==> src/pkg/usb_ep_flags_defs.svh <==
// offsets, field positions, reset values and sizes of the endpoint flag block
`ifndef USB_EP_FLAGS_DEFS_SVH
`define USB_EP_FLAGS_DEFS_SVH

// ****************************************************************
// sizes
// ****************************************************************
`define EP_COUNT          4
`define EP_NUM_W          2
`define APB_ADDR_W        8
`define APB_DATA_W        32

// ****************************************************************
// register byte offsets
// ****************************************************************
`define OFF_EP_SELECT     8'h00
`define OFF_EP_STATUS     8'h04
`define OFF_EP_TYPE       8'h08
`define OFF_IRQ_ENABLE    8'h0c
`define OFF_IRQ_FLAGS     8'h10

// ****************************************************************
// endpoint status field positions
// ****************************************************************
`define BIT_IN_SENT       0
`define BIT_OUT_RECEIVED  1
`define BIT_SETUP_RECEIVED 2
`define STATUS_W          3

// ****************************************************************
// reset values
// ****************************************************************
`define RST_STATUS        3'h0
`define RST_EP_SELECT     2'h0
`define RST_IRQ_ENABLE    4'h0
`define RST_IRQ_FLAGS     4'h0

`endif

==> src/pkg/usb_ep_flags_pkg.sv <==
// types shared by the endpoint flag block
package usb_ep_flags_pkg;

    // transfer type of an endpoint, as held in the type register
    typedef enum logic [1:0] {
        EP_CONTROL   = 2'h0,
        EP_ISO       = 2'h1,
        EP_BULK      = 2'h2,
        EP_INTERRUPT = 2'h3
    } ep_type_t;

    typedef logic [1:0] ep_num_t;

endpackage

==> src/hdl/apb_reg_port.sv <==
// apb slave front end: phase tracking, registered read data, error answer
`timescale 1ns/1ps
`include "usb_ep_flags_defs.svh"

module apb_reg_port
(
    input  wire logic        ref_clk,   // controller clock
    input  wire logic        arst_n,    // async reset, active low
    input  wire logic        psel,      // apb select
    input  wire logic        penable,   // apb access phase
    input  wire logic        pwrite,    // apb direction
    input  wire logic [31:0] rd_word,   // read mux of current address
    input  wire logic        addr_ok,   // current address is mapped
    output logic      [31:0] prdata,    // apb read data
    output logic             pready,    // apb ready
    output logic             pslverr,   // apb error
    output logic             wr_stb     // one-cycle write commit
);
    import usb_ep_flags_pkg::*;

    logic [31:0] prdata_r;
    logic        err_r;
    logic        setup_ph;

    // setup phase: psel without penable
    assign setup_ph = psel & ~penable;

    // read data and error caught in the setup phase
    always_ff @(posedge ref_clk or negedge arst_n)
    begin
        if (!arst_n)
        begin
            prdata_r <= 32'h0000_0000;
        end
        else if (setup_ph)
        begin
            prdata_r <= (!pwrite && addr_ok) ? rd_word : 32'h0000_0000;
        end
    end

    always_ff @(posedge ref_clk or negedge arst_n)
    begin
        if (!arst_n)
        begin
            err_r <= 1'b0;
        end
        else if (setup_ph)
        begin
            err_r <= ~addr_ok;
        end
    end

    // zero wait states: access phase always completes
    assign pready  = psel & penable;
    assign pslverr = pready & err_r;
    assign prdata  = prdata_r;
    assign wr_stb  = pready & pwrite & ~err_r;
endmodule

==> src/hdl/ep_flag_cell.sv <==
// status flags of one endpoint: setup, out and in-sent
`timescale 1ns/1ps
`include "usb_ep_flags_defs.svh"

module ep_flag_cell
(
    input  wire logic                 ref_clk,   // controller clock
    input  wire logic                 arst_n,    // async reset, active low
    input  wire logic                 setup_ev,  // valid setup received
    input  wire logic                 out_ev,    // out data accepted
    input  wire logic                 in_ev,     // in packet completed
    input  wire logic [`STATUS_W-1:0] sw_clr,    // firmware clear per bit
    output logic      [`STATUS_W-1:0] flags,     // current flags
    output logic                      trig       // pulse: a flag was set
);
    import usb_ep_flags_pkg::*;

    logic [`STATUS_W-1:0] flags_r;
    logic [`STATUS_W-1:0] flags_nxt;

    // next flags; hardware set beats firmware clear
    always_comb
    begin
        flags_nxt = flags_r & ~sw_clr;                          // RL13
        if (out_ev)
        begin
            flags_nxt[`BIT_OUT_RECEIVED] = 1'b1;                // RL3
        end
        if (in_ev)
        begin
            flags_nxt[`BIT_IN_SENT] = 1'b1;                     // RL7
        end
        if (setup_ev)
        begin
            flags_nxt = `RST_STATUS;                            // RL2
            flags_nxt[`BIT_SETUP_RECEIVED] = 1'b1;              // RL1
        end
    end

    // flag storage, zero after reset
    always_ff @(posedge ref_clk or negedge arst_n)
    begin
        if (!arst_n)
        begin
            flags_r <= `RST_STATUS;                             // RL10
        end
        else
        begin
            flags_r <= flags_nxt;
        end
    end

    assign flags = flags_r;
    assign trig  = setup_ev | out_ev | in_ev;                   // RL9
endmodule

==> src/hdl/usb_endpoint_status_flags.sv <==
// per-endpoint status flags, out nack control and endpoint interrupts
// ****************************************************************
// What this block does
// (RL1) setup received sets status bit two
// (RL2) setup received clears other status bits
// (RL3) out data received sets status bit one
// (RL4) further outs nacked while out flag set
// (RL5) setup never blocked by out flag
// (RL6) firmware clears out flag after reading
// (RL7) iso endpoint: in sent sets bit zero
// (RL8) other endpoints: bit zero after host ack
// (RL9) any flag set raises enabled endpoint interrupt
// (RL10) status reads zero after reset
// (RL11) firmware clears setup flag after reading
// (RL12) enabled trigger sets per-endpoint flag, firmware clears
// (RL13) flags sticky; writing zero clears only that flag
// ****************************************************************
//
// Chosen here: the APB interface to the registers and the register addresses.
`timescale 1ns/1ps
`include "usb_ep_flags_defs.svh"

module usb_endpoint_status_flags
(
    input  wire logic                     ref_clk,   // 250 MHz clock
    input  wire logic                     arst_n,    // async reset, low
    input  wire logic                     psel,      // apb select
    input  wire logic                     penable,   // apb enable
    input  wire logic                     pwrite,    // apb write
    input  wire logic [`APB_ADDR_W-1:0]   paddr,     // apb byte address
    input  wire logic [`APB_DATA_W-1:0]   pwdata,    // apb write data
    output logic      [`APB_DATA_W-1:0]   prdata,    // apb read data
    output logic                          pready,    // apb ready
    output logic                          pslverr,   // apb error
    input  wire usb_ep_flags_pkg::ep_num_t tok_ep,   // endpoint of token
    input  wire logic                     setup_rx,  // valid setup pulse
    input  wire logic                     out_rx,    // good out data pulse
    input  wire logic                     in_sent,   // in packet sent pulse
    input  wire logic                     in_acked,  // host ack of in pulse
    output logic                          out_nack,  // nack out to tok_ep
    output logic                          irq        // level interrupt
);
    import usb_ep_flags_pkg::*;

    // ****************************************************************
    // helper functions
    // ****************************************************************

    // address match against a register offset
    function automatic logic reg_hit(input logic [`APB_ADDR_W-1:0] a,
                                     input logic [`APB_ADDR_W-1:0] off);
        reg_hit = (a == off);
    endfunction

    // one-hot decode of an endpoint number
    function automatic logic [`EP_COUNT-1:0] ep_onehot(input ep_num_t n);
        ep_onehot = `EP_COUNT'(1) << n;
    endfunction

    // ****************************************************************
    // declarations
    // ****************************************************************
    logic [`APB_DATA_W-1:0]  rd_word;
    logic                    addr_ok;
    logic                    wr_stb;
    ep_num_t                 ep_sel_r;
    ep_type_t                ep_type_r [`EP_COUNT];
    logic [`EP_COUNT-1:0]    irq_en_r;
    logic [`EP_COUNT-1:0]    irq_flags_r;
    logic [`EP_COUNT-1:0]    irq_flags_nxt;
    logic [`STATUS_W-1:0]    ep_flags [`EP_COUNT];
    logic [`EP_COUNT-1:0]    ep_trig;
    logic [`EP_COUNT-1:0]    tok_hot;
    logic [`EP_COUNT-1:0]    sel_hot;
    logic                    wr_select;
    logic                    wr_status;
    logic                    wr_type;
    logic                    wr_enable;
    logic                    wr_flags;

    // ****************************************************************
    // apb front end
    // ****************************************************************

    // mapped addresses
    assign addr_ok = reg_hit(paddr, `OFF_EP_SELECT)
                   | reg_hit(paddr, `OFF_EP_STATUS)
                   | reg_hit(paddr, `OFF_EP_TYPE)
                   | reg_hit(paddr, `OFF_IRQ_ENABLE)
                   | reg_hit(paddr, `OFF_IRQ_FLAGS);

    apb_reg_port u_apb
    (
        .ref_clk (ref_clk),
        .arst_n  (arst_n),
        .psel    (psel),
        .penable (penable),
        .pwrite  (pwrite),
        .rd_word (rd_word),
        .addr_ok (addr_ok),
        .prdata  (prdata),
        .pready  (pready),
        .pslverr (pslverr),
        .wr_stb  (wr_stb)
    );

    // write strobes per register
    assign wr_select = wr_stb & reg_hit(paddr, `OFF_EP_SELECT);
    assign wr_status = wr_stb & reg_hit(paddr, `OFF_EP_STATUS);
    assign wr_type   = wr_stb & reg_hit(paddr, `OFF_EP_TYPE);
    assign wr_enable = wr_stb & reg_hit(paddr, `OFF_IRQ_ENABLE);
    assign wr_flags  = wr_stb & reg_hit(paddr, `OFF_IRQ_FLAGS);

    // read mux; unused high bits read zero
    always_comb
    begin
        rd_word = 32'h0000_0000;
        unique case (1'b1)
            reg_hit(paddr, `OFF_EP_SELECT):
                rd_word[`EP_NUM_W-1:0] = ep_sel_r;
            reg_hit(paddr, `OFF_EP_STATUS):
                rd_word[`STATUS_W-1:0] = ep_flags[ep_sel_r];
            reg_hit(paddr, `OFF_EP_TYPE):
                rd_word[1:0] = ep_type_r[ep_sel_r];
            reg_hit(paddr, `OFF_IRQ_ENABLE):
                rd_word[`EP_COUNT-1:0] = irq_en_r;
            reg_hit(paddr, `OFF_IRQ_FLAGS):
                rd_word[`EP_COUNT-1:0] = irq_flags_r;
            default:
                rd_word = 32'h0000_0000;
        endcase
    end

    // ****************************************************************
    // control registers
    // ****************************************************************

    // endpoint select for status and type access
    always_ff @(posedge ref_clk or negedge arst_n)
    begin
        if (!arst_n)
        begin
            ep_sel_r <= `RST_EP_SELECT;
        end
        else if (wr_select)
        begin
            ep_sel_r <= pwdata[`EP_NUM_W-1:0];
        end
    end

    // transfer type of each endpoint, control after reset
    always_ff @(posedge ref_clk or negedge arst_n)
    begin
        if (!arst_n)
        begin
            for (int i = 0; i < `EP_COUNT; i++)
            begin
                ep_type_r[i] <= EP_CONTROL;
            end
        end
        else if (wr_type)
        begin
            ep_type_r[ep_sel_r] <= ep_type_t'(pwdata[1:0]);
        end
    end

    // endpoint interrupt enables
    always_ff @(posedge ref_clk or negedge arst_n)
    begin
        if (!arst_n)
        begin
            irq_en_r <= `RST_IRQ_ENABLE;
        end
        else if (wr_enable)
        begin
            irq_en_r <= pwdata[`EP_COUNT-1:0];
        end
    end

    // ****************************************************************
    // endpoint flag cells
    // ****************************************************************
    assign tok_hot = ep_onehot(tok_ep);
    assign sel_hot = ep_onehot(ep_sel_r);

    for (genvar g = 0; g < `EP_COUNT; g++)
    begin : g_ep
        logic                 setup_ev;
        logic                 out_ev;
        logic                 in_ev;
        logic [`STATUS_W-1:0] sw_clr;
        logic                 is_iso;

        assign is_iso = (ep_type_r[g] == EP_ISO);

        // setup always taken, even with out flag set
        assign setup_ev = setup_rx & tok_hot[g];                // RL5
        // out data is only taken while not blocked
        assign out_ev   = out_rx & tok_hot[g]
                        & ~ep_flags[g][`BIT_OUT_RECEIVED];      // RL4
        // in completion: sent for iso, acked otherwise
        assign in_ev    = tok_hot[g]
                        & (is_iso ? in_sent : in_acked);        // RL7 RL8
        // zeros written to the selected status clear flags
        assign sw_clr   = (wr_status & sel_hot[g])
                        ? ~pwdata[`STATUS_W-1:0]
                        : `RST_STATUS;                          // RL13

        ep_flag_cell u_cell
        (
            .ref_clk  (ref_clk),
            .arst_n   (arst_n),
            .setup_ev (setup_ev),
            .out_ev   (out_ev),
            .in_ev    (in_ev),
            .sw_clr   (sw_clr),
            .flags    (ep_flags[g]),
            .trig     (ep_trig[g])
        );
    end

    // ****************************************************************
    // usb side handshake decision
    // ****************************************************************

    // nack further outs while the out flag is set
    assign out_nack = ep_flags[tok_ep][`BIT_OUT_RECEIVED];      // RL4

    // ****************************************************************
    // endpoint interrupt flags
    // ****************************************************************

    // set by enabled trigger, write one to clear, set wins
    always_comb
    begin
        irq_flags_nxt = irq_flags_r;
        if (wr_flags)
        begin
            irq_flags_nxt = irq_flags_nxt & ~pwdata[`EP_COUNT-1:0];
        end
        irq_flags_nxt = irq_flags_nxt | (ep_trig & irq_en_r);   // RL9 RL12
    end

    always_ff @(posedge ref_clk or negedge arst_n)
    begin
        if (!arst_n)
        begin
            irq_flags_r <= `RST_IRQ_FLAGS;
        end
        else
        begin
            irq_flags_r <= irq_flags_nxt;
        end
    end

    // level interrupt while any enabled flag stands
    assign irq = |(irq_flags_r & irq_en_r);                     // RL9
endmodule

==> config.mk <==
export PLATFORM = sky130hd
export DESIGN_NAME = usb_endpoint_status_flags
export DESIGN_NICKNAME = d
export VERILOG_FILES = /design/src/pkg/usb_ep_flags_pkg.sv /design/src/hdl/apb_reg_port.sv /design/src/hdl/ep_flag_cell.sv /design/src/hdl/usb_endpoint_status_flags.sv
export VERILOG_INCLUDE_DIRS = /design/src /design/src/pkg
export SDC_FILE = /design/constraint.sdc
export NUM_CORES = 1
export LEC_CHECK = 0
export ABC_AREA = 1
export ABC_CLOCK_PERIOD_IN_PS = 2300
export BUFFER_PORTS_ARGS = -buffer_cell sky130_fd_sc_hd__buf_2
export CAP_MARGIN = 20
export CORE_MARGIN = 10
export CORE_UTILIZATION = 54
export CTS_BUF_LIST = sky130_fd_sc_hd__clkbuf_16
export CTS_CLUSTER_SIZE = 28
export DETAILED_ROUTE_END_ITERATION = 16
export HOLD_SLACK_MARGIN = 0.08
export PLACE_DENSITY = 0.86
export SLEW_MARGIN = 20
export SYNTH_ARGS = -nofsm -noshare
export SYNTH_HDL_FRONTEND = slang
export SYNTH_SLANG_ARGS = --single-unit
==> constraint.sdc <==
create_clock -name ref_clk -period 2.3 [get_ports ref_clk]
set_input_delay 0.46 -clock ref_clk [delete_from_list [all_inputs] [get_ports ref_clk]]
set_output_delay 0.46 -clock ref_clk [all_outputs]
set_load 0.02 [all_outputs]
==> results.cfg <==
[setup_path]
arrival_ps = 1250
slowest_stage = nor2_1
ff2ff_path_depth = 9
r2r_slack_ps = 600
critPathLaunch = tok_ep[1]
worstSetupPathType = in -> out
critPathMaxStageDelay_ps = 260
cp_num_cells = 5
r2r_start = ep_sel_r[1]$_DFFE_PN0P_
cp_num_buf_inv = 2
crit_fanout = 4
worstReg2RegEnd = u_apb.prdata[2]$_DFFE_PN0P_
critPathRequiredTime_ps = 1840
startpoint_type = input port
cp_top_family = simple AND/OR/NAND/NOR gates
crit_path_cell_trace = buf_2, nor2_1, a22oi_1, nand2_1, buf_2
end_kind = primary output
crit_end = out_nack
cp_common_cell = buf_2

[grt]
grt_pass1_wl_um = 9798
grt_usage = 0.1580
grt_max_degree = 36
antenna_found_initial = 0
grt_pass1_vias = 2176
overflow = 0

[synthesis]
synth-seq-cells = 35
synth_top_area_frac = 0.3694
syn_avg_cell_area_um2 = 7.057
synth.cell_area_mm2 = 0.002371
synth_area_leaders = dfrtp_1 37%, nand2_1 18%, buf_4 9.5%, nand3_1 6.3%, inv_1 5.2%
yosysSeqAreaShare = 0.3694
synthCells = 336
synth_top_flop_cell = dfrtp_1
synth_edf_count = 0
synth_largest_area_cell = dfrtp_1
yosysWarnings = 0
yosysUniqueCellTypes = 23
async_flop_share = 1.000

[timing]
holdWs_ps = 267.2
rsz0062_at_grt = no
fin_crit_sh = 0.7414
fin_crit_ps = 1705
max_slew_margin = 0.4703
finalWorstSetupSlack_ps = 594.7
skew_ps = 3.043
tightest_slew_ps = 794.5
fin_tns_setup_ps = 0
report.final.setup_viol = 0
clock.fmax_mhz = 586.4
slew_viol_final = 0
hold_violations = 0

[die]
dieWidth_um = 86.27
rows = 24
die-area_mm2 = 0.007442
fp.dieH_um = 86.27
ios = 87
initial_utilization = 0.5522
coreArea_mm2 = 0.004294

[pwr]
total_power_mw = 1.541
p_seq_frac = 0.443
p_int_mw = 1.106
p_sw_frac = 0.2818
clkPwrFrac = 0.413
comb_power_share = 0.144
p_per_area_mw_per_mm2 = 596.9
power.static_leakage_nw = 1.439
p_switching_mw = 0.4342
peakVddDrop_mv = 0.6064

[finish]
antenna_cells = 0
final_nets = 420
fillCellCount = 400
layout.cells.non_filler = 422
synthToLayoutAreaGrowth_pct = 8.866
drive_above_1_share = 0.1730
final_util = 0.6011
final_area_mm2 = 0.002581

[clocking]
ctsLongestPathBuffers = 2
path_clk_slew_ps = 50
htree_levels = 2
post_cts_buffers = 0
cts_resized = 0
cts_root_buf = clkbuf_16
cts_tree = done
cts_buffers = 5
cts.sinks = 35
clk_latency_ps = 280
ctsHoldBuffers = 0

[detailed_routing]
drtAntennaViolNets = 0
wirelength_um = 5943
first_iter_violations = 273
firstDrtPassIters = 6
wire_per_inst_um = 14.08
drc_errors = 0
num_vias = 2238
viasPerCell = 5.303

[outcome]
status = complete, no violations

[placed_design]
portBuffers = 30
gp_congestion = 0.9172
dp.cells = 414
place_area_mm2 = 0.002444
dp_slack_ps = 606.5
dp_hpwl_um = 4591

[worst_hold_path]
hold_path_class = in -> async

[run]
max_cap_violations = 0
## cell usage after synthesis (6+ instances only)
master	n
nand3_1	30
nand2_1	113
inv_1	33
nor2_1	16
inv_2	6
o21ai_0	17
nor2_2	9
a21oi_1	8
nand4_1	11
buf_4	30
o21ai_1	6
dfrtp_1	35
## logic make-up (layout without fill, tap and decap cells)
family,Yosys count,after routing,share of synthesized area
and+or+nand+nor,194,194,0.3831
buffers and inverters,72,79,0.1710
DFF,35,35,0.3694
AOI/OAI and AO/OA,34,34,0.07493
other,1,28,0.001582
## state kept, by name (all words and copies together) (netlist names)
signal and count:
u_apb.err_r 1, ep_type_r 8, irq_en_r 4, ep_sel_r 2
irq_flags_r 4, u_apb.prdata 4, g_ep.u_cell.flags 12
## power by group through the flow
stage | clock [mW] | combinational [mW] | sequential [mW]
4_1_cts | 0.639 | 0.219 | 0.681
3_3_place_gp | 0 | 0.212 | 0.689
5_1_grt | 0.662 | 0.253 | 0.685
6_report | 0.636 | 0.222 | 0.683
2_1_floorplan | 0 | 0.188 | 0.682
3_5_place_dp | 0 | 0.218 | 0.691
## worst min-delay path by stage
stage	start	to	slack (ps)	cells after the start
global placement	g_ep[2].u_cell.flags[2]$_DFF_PN0_	g_ep[2].u_cell.flags[2]$_DFF_PN0_	450	2
floorplan	arst_n	ep_sel_r[0]$_DFFE_PN0P_	160	0
CTS	arst_n	g_ep[3].u_cell.flags[2]$_DFF_PN0_	290	1
global route	arst_n	ep_type_r[5]$_DFFE_PN0P_	320	1
detailed placement	u_apb.prdata[1]$_DFFE_PN0P_	u_apb.prdata[1]$_DFFE_PN0P_	460	2
finish	arst_n	ep_type_r[5]$_DFFE_PN0P_	270	1
## final cells by class
class                   count  area [µm²]  area share
repair buffers             32       165.2     0.06398
multi-input cells         256        1191      0.4615
flip-flops and latches     35       875.8      0.3393
clock buffers               5       125.1     0.04847
inverters                  39       146.4     0.05671
clock inverters             3       12.51    0.004847
well taps                  52       65.06     0.02521
## worst register-to-register path, cell delays in order, from the launching register on
cell and delay (ps):
dfrtp_1 690, inv_2 190, nand2_1 160, inv_1 100
nand2_1 70, nand4_1 90, nand2_1 100, nand3_1 80
nand2_1 70, nand2_1 40
## routing by layer
metal  part of all wire  vias to the layer above  GRT usage
li1                   -                     1074          -
met1               0.39                     1056     0.1748
met2               0.49                       95     0.2623
met3               0.10                       13    0.06942
met4              0.016                        0    0.05891
met5                  0                        -          0
## cell usage in the layout (no fill, tap or decap)
cell       instances
nand2_1          113
inv_1             35
dfrtp_1           35
nand3_1           30
buf_2             30
conb_1            28
o21ai_0           17
nor2_1            16
nand4_1           11
nor2_2             9
a21oi_1            8
inv_2              6
o21ai_1            6
clkbuf_16          5
nor2_4             4
nand3b_1           4
nand2_2            2
a22oi_1            2
nor3_4             2
buf_4              2
and2_2             1
nand2_4            1
nand3_2            1
o21bai_1           1
clkinv_2           1
(Power assumes the default switching activity.)
